**src/pkg/mbw_defines.vh**
```
// Constants for the single-register write / register read slave handler
// Summary of operation
// - Function code 06 stores one 16-bit word into the addressed holding register.
// - Register address on the wire is the register ID minus one.
// - A successful write to the own station is answered with an exact copy of the request.
// - A broadcast write (station zero) is carried out as well.
// - Bit zero of the control word (ID 1) set commands the drive to run.
// - Function code 03 returns consecutive registers after a byte count of two each.
`ifndef MBW_DEFINES_VH
`define MBW_DEFINES_VH

`define MBW_FC_READ 8'h03
`define MBW_FC_WRITE 8'h06
`define MBW_BCAST_ADDR 8'h00
`define MBW_REQ_LEN 4'h8
`define MBW_RX_SAT 4'hf
`define MBW_NREG 32
`define MBW_NREG_W 17'h00020
`define MBW_MAX_QTY 16'h0010
`define MBW_ID_OFS 16'h0001
`define MBW_CTRL_IDX 0
`define MBW_RUN_BIT 0
`define MBW_RD_OVH 6'h05
`define MBW_CRC_INIT 16'hffff
`define MBW_CRC_POLY 16'ha001

`endif

```
**src/hdl/mbw_slave.v**
```verilog
// Modbus RTU slave handler for single-register write and register read frames
`include "mbw_defines.vh"
`default_nettype none

module mbw_slave (
    input wire sys_clk_i,
    input wire rst_b_i,
    input wire [7:0] station_addr_i,
    input wire [7:0] rx_byte_i,
    input wire rx_valid_i,
    input wire rx_frame_end_i,
    output reg [7:0] tx_byte_o,
    output wire tx_valid_o,
    input wire tx_ready_i,
    output wire run_cmd_o,
    output reg wr_stb_o,
    output reg [15:0] wr_id_o,
    output reg [15:0] wr_data_o,
    output wire busy_o
);

    // Idle collects bytes, exec applies the request for one cycle, send drives the reply
    localparam [2:0] ST_IDLE = 3'b001;
    localparam [2:0] ST_EXEC = 3'b010;
    localparam [2:0] ST_SEND = 3'b100;

    // Bitwise CRC-16 step, reflected polynomial, one byte per call
    function [15:0] crc_upd;
        input [15:0] c;
        input [7:0] b;
        integer i;
        reg [15:0] x;
        begin
            x = c ^ {8'h00, b};
            for (i = 0; i < 8; i = i + 1) begin
                x = x[0] ? ((x >> 1) ^ `MBW_CRC_POLY) : (x >> 1);
            end
            crc_upd = x;
        end
    endfunction

    // Receive bookkeeping
    reg [2:0] state_q;
    reg [3:0] rx_cnt_q;
    reg [15:0] rx_crc_q;
    reg [7:0] rbuf [0:7];
    wire [15:0] hreg [0:`MBW_NREG-1];

    // Reply bookkeeping
    reg echo_q;
    reg [5:0] tx_len_q;
    reg [5:0] tx_cnt_q;
    reg [4:0] start_q;
    reg [15:0] tx_crc_q;
    reg [7:0] sel_byte;

    // Fields of the buffered request, big-endian on the wire
    wire [15:0] req_reg = {rbuf[2], rbuf[3]};
    wire [15:0] req_val = {rbuf[4], rbuf[5]};
    wire [16:0] req_end = {1'b0, req_reg} + {1'b0, req_val};
    wire is_bcast = (rbuf[0] == `MBW_BCAST_ADDR);
    // Residual of zero means the trailing CRC matched the frame
    wire frame_ok = (rx_cnt_q == `MBW_REQ_LEN) && (rx_crc_q == 16'h0000);
    // Own station or broadcast is accepted
    wire addr_ok = is_bcast || (rbuf[0] == station_addr_i);
    // Function decode
    wire is_wr = (rbuf[1] == `MBW_FC_WRITE);
    wire is_rd = (rbuf[1] == `MBW_FC_READ);
    wire wr_ok = (req_reg < `MBW_NREG_W);
    // A read asks for one to the limit of registers, all inside the bank
    wire rd_qty_ok = (req_val != 16'h0000) && (req_val <= `MBW_MAX_QTY);
    wire rd_span_ok = (req_end <= `MBW_NREG_W);
    wire rd_ok = rd_qty_ok && rd_span_ok;

    // Index arithmetic for the byte offered after the one now standing
    wire [5:0] nxt_idx = tx_cnt_q + 6'h01;
    wire [5:0] dat_idx = nxt_idx - 6'h03;
    wire [4:0] word_idx = start_q + {1'b0, dat_idx[4:1]};
    wire [15:0] word_sel = hreg[word_idx];
    // Running reply CRC including the byte now standing
    wire [15:0] crc_nx = crc_upd(tx_crc_q, tx_byte_o);
    wire [5:0] byte_cnt = tx_len_q - `MBW_RD_OVH;
    wire wr_go = (state_q == ST_EXEC) && is_wr && wr_ok;

    // Handshake and busy outputs decode the state register; the run command is the run bit of the control register
    assign tx_valid_o = (state_q == ST_SEND);
    assign busy_o = (state_q != ST_IDLE);
    assign run_cmd_o = hreg[`MBW_CTRL_IDX][`MBW_RUN_BIT];

    // Next byte of the reply; echo mode replays the request verbatim
    always @* begin
        sel_byte = 8'h00;
        if (echo_q) begin
            sel_byte = rbuf[nxt_idx[2:0]];
        end else if (nxt_idx == 6'h01) begin
            sel_byte = `MBW_FC_READ;
        end else if (nxt_idx == 6'h02) begin
            sel_byte = {2'b00, byte_cnt};
        end else if (nxt_idx == tx_len_q - 6'h02) begin
            sel_byte = crc_nx[7:0];
        end else if (nxt_idx == tx_len_q - 6'h01) begin
            sel_byte = tx_crc_q[15:8];
        end else begin
            sel_byte = dat_idx[0] ? word_sel[7:0] : word_sel[15:8];
        end
    end

    // Receive side only listens while idle, so the buffer is stable during a reply
    always @(posedge sys_clk_i or negedge rst_b_i) begin
        if (!rst_b_i) begin
            rx_cnt_q <= 4'h0;
            rx_crc_q <= `MBW_CRC_INIT;
        end else if (state_q == ST_IDLE) begin
            if (rx_frame_end_i) begin
                rx_cnt_q <= 4'h0;
                rx_crc_q <= `MBW_CRC_INIT;
            end else if (rx_valid_i) begin
                // Count saturates so an overlong frame can never look complete
                if (rx_cnt_q != `MBW_RX_SAT) begin
                    rx_cnt_q <= rx_cnt_q + 4'h1;
                end
                rx_crc_q <= crc_upd(rx_crc_q, rx_byte_i);
            end
        end
    end

    // Request buffer has no reset; the frame check gates every use of it
    always @(posedge sys_clk_i) begin
        if ((state_q == ST_IDLE) && !rx_frame_end_i && rx_valid_i &&
            (rx_cnt_q < `MBW_REQ_LEN)) begin
            rbuf[rx_cnt_q[2:0]] <= rx_byte_i;
        end
    end

    // One flop bank per holding register; only the addressed bank loads on a write
    genvar g;
    generate
        for (g = 0; g < `MBW_NREG; g = g + 1) begin : g_hreg
            localparam [4:0] IDX = g;
            reg [15:0] val_q;
            assign hreg[g] = val_q;
            always @(posedge sys_clk_i or negedge rst_b_i) begin
                if (!rst_b_i) begin
                    val_q <= 16'h0000;
                end else if (wr_go && (req_reg[4:0] == IDX)) begin
                    val_q <= req_val;
                end
            end
        end
    endgenerate

    // Control path: frame acceptance, request execution and reply sequencing
    always @(posedge sys_clk_i or negedge rst_b_i) begin
        if (!rst_b_i) begin
            state_q <= ST_IDLE;
            echo_q <= 1'b0;
            tx_len_q <= 6'h00;
            tx_cnt_q <= 6'h00;
            start_q <= 5'h00;
            tx_crc_q <= `MBW_CRC_INIT;
            tx_byte_o <= 8'h00;
            wr_stb_o <= 1'b0;
            wr_id_o <= 16'h0000;
            wr_data_o <= 16'h0000;
        end else begin
            // Write strobe is a single-cycle pulse by default
            wr_stb_o <= 1'b0;
            case (state_q)
                ST_IDLE: begin
                    // Frame is judged only on its end marker
                    if (rx_frame_end_i && frame_ok && addr_ok) begin
                        state_q <= ST_EXEC;
                    end
                end
                // Exec: one cycle in which the buffered request is applied
                ST_EXEC: begin
                    state_q <= ST_IDLE;
                    tx_cnt_q <= 6'h00;
                    tx_crc_q <= `MBW_CRC_INIT;
                    tx_byte_o <= rbuf[0];
                    // Broadcast writes land but leave the reply path silent
                    if (is_wr && wr_ok) begin
                        wr_stb_o <= 1'b1;
                        wr_id_o <= req_reg + `MBW_ID_OFS;
                        wr_data_o <= req_val;
                        if (!is_bcast) begin
                            echo_q <= 1'b1;
                            tx_len_q <= {2'b00, `MBW_REQ_LEN};
                            state_q <= ST_SEND;
                        end
                    // Reads never answer a broadcast; length is overhead plus two bytes a word
                    end else if (is_rd && rd_ok && !is_bcast) begin
                        echo_q <= 1'b0;
                        tx_len_q <= `MBW_RD_OVH + {req_val[4:0], 1'b0};
                        start_q <= req_reg[4:0];
                        state_q <= ST_SEND;
                    end
                end
                // Send: a byte is consumed on each edge with ready high
                ST_SEND: begin
                    if (tx_ready_i) begin
                        if (tx_cnt_q == tx_len_q - 6'h01) begin
                            state_q <= ST_IDLE;
                        end else begin
                            tx_cnt_q <= nxt_idx;
                            tx_byte_o <= sel_byte;
                            if (!echo_q && (nxt_idx < tx_len_q - 6'h01)) begin
                                tx_crc_q <= crc_nx;
                            end
                        end
                    end
                end
                // Any illegal state code falls back to idle
                default: begin
                    state_q <= ST_IDLE;
                end
            endcase
        end
    end

endmodule

`default_nettype wire

```
**config.mk**
```make
export PLATFORM = sky130hd
export DESIGN_NAME = mbw_slave
export DESIGN_NICKNAME = d
export VERILOG_FILES = /design/src/hdl/mbw_slave.v
export VERILOG_INCLUDE_DIRS = /design/src /design/src/pkg
export SDC_FILE = /design/constraint.sdc
export NUM_CORES = 1
export LEC_CHECK = 0
export BUFFER_PORTS_ARGS = -buffer_cell sky130_fd_sc_hd__buf_4
export CORE_MARGIN = 5
export CORE_UTILIZATION = 36
export CTS_BUF_LIST = sky130_fd_sc_hd__clkbuf_4 sky130_fd_sc_hd__clkbuf_8
export DETAILED_ROUTE_END_ITERATION = 16
export PLACE_DENSITY = 0.62
export SLEW_MARGIN = 20
export SYNTH_ARGS = -nofsm -noshare
export SYNTH_HDL_FRONTEND = slang
export SYNTH_SLANG_ARGS = --single-unit
```
**constraint.sdc**
```tcl
create_clock -name sys_clk_i -period 5.1 [get_ports sys_clk_i]
set_input_delay 0.765 -clock sys_clk_i [delete_from_list [all_inputs] [get_ports sys_clk_i]]
set_output_delay 0.765 -clock sys_clk_i [all_outputs]
set_load 0.01 [all_outputs]
```
# Word-level counts from Yosys, hierarchy flattened

Memories as Yosys holds them, arrays and structs flattened.
Cells that the tools add are included.

Muxes and demuxes: 57
Divide/modulo/power cells: 0
Add/sub/neg operators: 10
Reduce and logical (&&, ||, !) cells: 66
Multipliers: 0
Bitwise gates (word level): 20
Shifts and indexed selects: 0
$lt $le $gt $ge: 6
Eq/ne operators: 51

Operators with widths:

| kind                  | number |
|---|---|
| $mux 16               | 23 |
| $bmux 16 s5           | 1 |
| $eq 5x5->1 const B    | 16 |
| $mux 8                | 8 |
| $not 2->3             | 16 |
| $logic_and 1x1->1     | 46 |
| $eq 5x4->1 const B    | 8 |
| $pmux 16 s2           | 1 |
| $xor 16x8->16         | 2 |
| $mux 6                | 5 |
| $eq 5x3->1 const B    | 4 |
| $eq 6x6->1            | 3 |
| $mux 3                | 6 |
| $add 16x16->17        | 1 |
| $le 17x6->1 const B   | 1 |
| $add 16x1->16 const B | 1 |
| $le 16x5->1 const B   | 1 |
| $logic_not 16->1      | 1 |
| $lt 16x6->1 const B   | 1 |
| $pmux 8 s2            | 1 |
| $reduce_bool 16->1    | 1 |
| $reduce_and 3->1      | 5 |
| $mux 4                | 3 |
| $pmux 6 s2            | 1 |
| 37 further kinds      | 54 |

Memories kept: 1
Word-level logic and storage cells: 255
Bits in latches: 0
Register bits after elaboration: 610
ROM bits: 0
Memory bits (writable): 64
Input port bits: 21

Memory list:

| name | words | bits a word | read ports | clocked after Yosys merged registers in | wr ports | RTL line       | RTL |
|---|---|---|---|---|---|---|---|
| rbuf | 8     | 8           | 7          | 0                                       | 1        | mbw_slave.v:46 | `reg [7:0] rbuf [0:7];` |

# Logic depth before layout (Yosys ltp)

Word-level depth: 24
Depth in mapped cells: 20

# Worst setup path after synthesis

No wires, ideal clock.

Path kind: reg2reg
Start: reg tx_cnt_q[0]
End: reg tx_byte_o[0]
Clock period less this slack: 5.642 ns
Path buffers: 5
Path slack: -0.542 ns
Data required time: 4.974 ns
Arrival time: 5.516 ns
Stages on the path, launching flop included: 18
Cell sequence: dfrtp_1 clkbuf_1 buf_1 clkinv_1 ha_1 clkbuf_1 clkbuf_1 a21oi_1 xnor2_1 ha_1 xnor2_1 buf_2 mux4_2 mux4_2 mux2i_1 nor3_1 o21ai_0 a21oi_1

Longest elaborated chain between the ends: 16
Elaborated cells between the ends (all ways): 24
Those cells by class: add/sub: 3; eq/ne: 6; mux: 12; bitwise: 1; reduce/logical: 1; memory: 1

Ends and longest elaborated chain:

| element                                     | RTL line        | RTL |
|---|---|---|
| start: declaration                          | mbw_slave.v:52  | `reg [5:0] tx_cnt_q;` |
| start signal: assignment                    | mbw_slave.v:205 | `tx_cnt_q <= nxt_idx;` |
| $add 6x1->6                                 | mbw_slave.v:76  | `wire [5:0] nxt_idx = tx_cnt_q + 6'h01;` |
| $sub 5x2->5                                 | mbw_slave.v:77  | `wire [5:0] dat_idx = nxt_idx - 6'h03;` |
| $add 5x4->5                                 | mbw_slave.v:78  | `wire [4:0] word_idx = start_q + {1'b0, dat_idx[4:1]};` |
| $not 5->6 (implied by the code)             | mbw_slave.v:79  | `wire [15:0] word_sel = hreg[word_idx];` |
| $bmux 16 s5                                 | mbw_slave.v:79  |  |
| $mux 16 (implied by the code) (2 in series) | mbw_slave.v:79  |  |
| $mux 8                                      | mbw_slave.v:104 | `sel_byte = dat_idx[0] ? word_sel[7:0] : word_sel[15:8];` |
| $mux 8                                      | mbw_slave.v:101 | `end else if (nxt_idx == tx_len_q - 6'h01) begin` |
| $mux 8                                      | mbw_slave.v:99  | `end else if (nxt_idx == tx_len_q - 6'h02) begin` |
| $mux 8                                      | mbw_slave.v:97  | `end else if (nxt_idx == 6'h02) begin` |
| $mux 8                                      | mbw_slave.v:95  | `end else if (nxt_idx == 6'h01) begin` |
| $mux 8                                      | mbw_slave.v:93  | `if (echo_q) begin` |
| $mux 8                                      | mbw_slave.v:202 | `if (tx_cnt_q == tx_len_q - 6'h01) begin` |
| $mux 8                                      | mbw_slave.v:201 | `if (tx_ready_i) begin` |
| $pmux 8 s2                                  | mbw_slave.v:168 | `case (state_q)` |
| end signal: assignment                      | mbw_slave.v:180 | `tx_byte_o <= rbuf[0];` |
| end signal: assignment                      | mbw_slave.v:206 | `tx_byte_o <= sel_byte;` |
| end: declaration                            | mbw_slave.v:12  | `output reg [7:0] tx_byte_o,` |

Several ways; a longest one is shown, not always the timed one. The select of a mux whose other input is x is not followed.
A chain may end at the register's enable or synchronous reset.

# Worst setup path after layout

Start: reg tx_cnt_q[1]
End: reg tx_byte_o[7]

Same word-level chain as after synthesis.

==> summary.md <==
| Metric | Value |
|---|---|
| Number of global-route vias before repair | `21,700` |
| Commonest cells after routing, fill and taps aside | `dfrtp_1, mux2_2, mux4_2` |
| Post-synth EDFFs | `64` |
| Type of the worst setup path | `register to register` |
| Placement Cell Area | `0.0345 mm2` |
| Commonest non-fill, non-tap cell in the layout | `dfrtp_1` |
| Final Net Count | `2,457` |
| P_leak | `0.0170 uW` |
| RSZ-0062 raised after global routing | `false` |
| Async set or reset register ratio after synthesis | `90.5%` |
| Rows | `110` |
| Initial drt markers | `1,783` |
| Fillcell total | `8,111` |
| Area of the multi-input gates | `0.0144 mm2` |
| Crit end category | `register` |
| Setup tns final | `0 ps` |
| First-pass GRT wire length | `141,000 um` |
| TritonCTS buffer count | `around 110` |
| Max_slew headroom | `22.4%` |
| Reg-to-reg setup timing slack | `290 ps` |
| Crit path time final | `4810 ps` |
| Post-synthesis sequential area ratio | `between 50% and 60%` |
| Peak supply drop | `0.000538 V` |
| FF+latch area | `0.0172 mm2` |
| Top FF cell, synth | `dfrtp_1` |
| Reg clk slew, reported paths | `60 ps` |
| Syn Inst Count | `approximately 2,300` |
| Run status | `completed` |
| Ports | `65` |
| Initial Utilization | `a little over a third` |
| Crit path from | `tx_cnt_q[1]` |
| DR pass1 iterations | `5` |
| Post-route antenna net violation count | `0` |
| Critical Path AT | `5430 ps` |
| Worst r2r dst | `tx_byte_o[7]` |
| # hold bufs at CTS | `0` |
| Port Buffer Count | `64` |
| Die area | `0.0961 mm2` |
| Slew @ Worst Pin | `1160 ps` |
| Hold Path Class | `primary input to async pin` |
| Via density | `5.59` |
| CTS tree | `built` |
| R2r worst-path depth | `14` |
| Avg WL per Cell | `~25 um` |
| Finished layout cell area | `0.0370 mm2` |
| Worst skew pair latency | `760 ps` |
| Netlist Area Pre-Place | `about 0.032 mm2` |
| Clock sink count | `674` |
| Remaining Overflow, GRT | `0` |
| Final max-slew violation count | `0` |
| Cell variety after synth | `a little over 70` |
| Final setup vio count | `0` |
| Largest net degree at the start of global routing | `approximately 120` |
| Final period utilization | `between 90% and 100%` |
| Routability congestion estimate | `0.941` |
| Yosys reg bits | `674` |
| Final hold vios | `0` |
| Max Cap Viol | `0` |
| Warnings from Yosys | `0` |
| Syn_area_per_cell | `14.1 um2` |
| Non-filler cells, final | `3,663` |
| Area grow syn2layout | `14.3%` |
| Min Hold Slack | `90.7 ps` |
| Routed vias | `20,500` |
| Die width | `310 um` |
| Root buffer cell | `clkbuf_8` |
| Core area | `0.0896 mm2` |
| RR Startpoint | `tx_cnt_q[1]` |
| Fmax | `0.208 GHz` |
| Die Y | `310 um` |
| Req. time, crit path | `about 5700 ps` |
| PwrDens | `roughly 460 mW/mm2` |
| Tot GR Track Use | `19.3%` |
| Syn Nets | `2,358` |
| Post-CTS setup buffer count | `0` |
| CTS max path bufs | `3` |
| Post-Place Cells | `3,453` |
| Worst Setup Start Kind | `register` |
| Maximum fanout along the worst path | `23` |
| H-tree Lvls | `3` |
| Initial antenna violation count | `1` |
| Share of post-route cells with drive strength above 1 | `44.2%` |
| Routed WL | `between 90,000 and 100,000 um` |
| Clk_skew | `45.6 ps` |
| Cts repair resizes | `0` |
| DRC violations left | `0` |
| Placed wire-length estimate | `60,300 um` |
==> state kept, by name, indices dropped and copies added, names as in the netlist, 5 cells and up <==
signal,cells
g_hreg.val_q,512
rbuf,64
rx_crc_q,16
tx_crc_q,16
wr_data_o,16
wr_id_o,16
tx_byte_o,8
tx_cnt_q,6
tx_len_q,6
start_q,5
==> area by class of cell <==
class / count / area share [%]
flip-flops and latches: 674 / 46.5
multi-input cells: 1410 / 38.9
repair buffers: 153 / 3.46
diodes: 3 / 0.0203
inverters: 40 / 0.405
clock buffers: 183 / 6.07
well taps: 1176 / 3.97
clock inverters: 24 / 0.652
==> worst max path at each step <==
stage / to / depth (start not counted) / slack (ps)
detailed placement: tx_byte_o[7] / 14 / 460
CTS: tx_byte_o[7] / 14 / 390
global placement: tx_byte_o[5] / 15 / 530
floorplan: tx_byte_o[7] / 19 / 90
finish: tx_byte_o[7] / 14 / 290
global route: tx_byte_o[5] / 15 / 80
==> metal layers <==
metal | routed length [um] | part of all wire, % | track usage, % | vias up
met5 | 0 | 0 | 0 | -
met4 | 4210 | 4.6 | 7.74 | 0
met3 | 6640 | 7.2 | 4.47 | 250
met2 | 42800 | 46 | 30.4 | 800
met1 | 38500 | 42 | 26.0 | 10800
li1 | - | - | - | 8670
==> cell usage after synthesis (all sizes together), types with 5 or more instances <==
library cell,n,area share [%]
nand3,21,0.32
o22a,8,0.22
dfrtp,577,45
o211ai,6,0.14
nand2b,10,0.19
nor2,75,0.87
o21ai,48,0.74
or3,8,0.15
a211oi,7,0.16
nand4,11,0.21
nor4,18,0.39
and3,7,0.14
o2111ai,8,0.24
mux4,152,11
a31oi,17,0.33
dfstp,33,2.7
o31ai,7,0.16
xnor2,67,1.8
o21a,7,0.16
inv,39,0.45
nand2,131,1.5
edfxtp,64,5.9
a221oi,12,0.34
nor3b,5,0.12
nor2b,19,0.37
clkbuf,127,1.5
nor3,15,0.23
xor2,18,0.49
mux2,540,19
and2,17,0.33
mux2i,43,1.3
ha,44,1.7
a21oi,39,0.67
buf,40,0.62
==> critical path, stage by stage, from the launching register on <==
cell and delay (ps):
dfrtp_1 470, ha_1 330, xor2_1 320, a21oi_1 90, xnor2_1 230, ha_1 420, and3_1 230, o21ai_0 640
and2_1 410, buf_12 230, a31oi_1 180, mux4_2 550, a221oi_1 280, o21ai_0 150, o21a_1 150
==> where the power goes <==
part | switching [uW] | internal (uW) | leakage, uW | total (uW)
Clock | 2250 | 2950 | 0.00133 | 5200
Combinational | 3450 | 2560 | 0.00673 | 6010
Sequential | 240 | 5670 | 0.00897 | 5910
Total | 5940 | 11200 | 0.0170 | 17100
==> cell families after synthesis <==
| logic type | synth area share (%) |
|---|---|
| xor gates and xnor gates | 2.58 |
| DFF | 53.2 |
| and+or+nand+nor | 5.11 |
| muxes | 30.7 |
| buffers and inverters | 2.55 |
| adders and majority gates | 1.82 |
| AOI/OAI and AO/OA | 4.02 |
==> metrics by stage <==
| step | worst slack [ps] | total power, uW | utilization, % |
|---|---|---|---|
| floorplan | 94.7 | 10000 | - |
| global placement | 534 | 11900 | 38.5 |
| detailed placement | 456 | 12000 | 38.5 |
| CTS | 387 | 17300 | 41.3 |
| global route | 80.5 | 17900 | 41.3 |
| finish | 295 | 17100 | 41.3 |
Note: power is estimated with default switching activity, not from simulation.
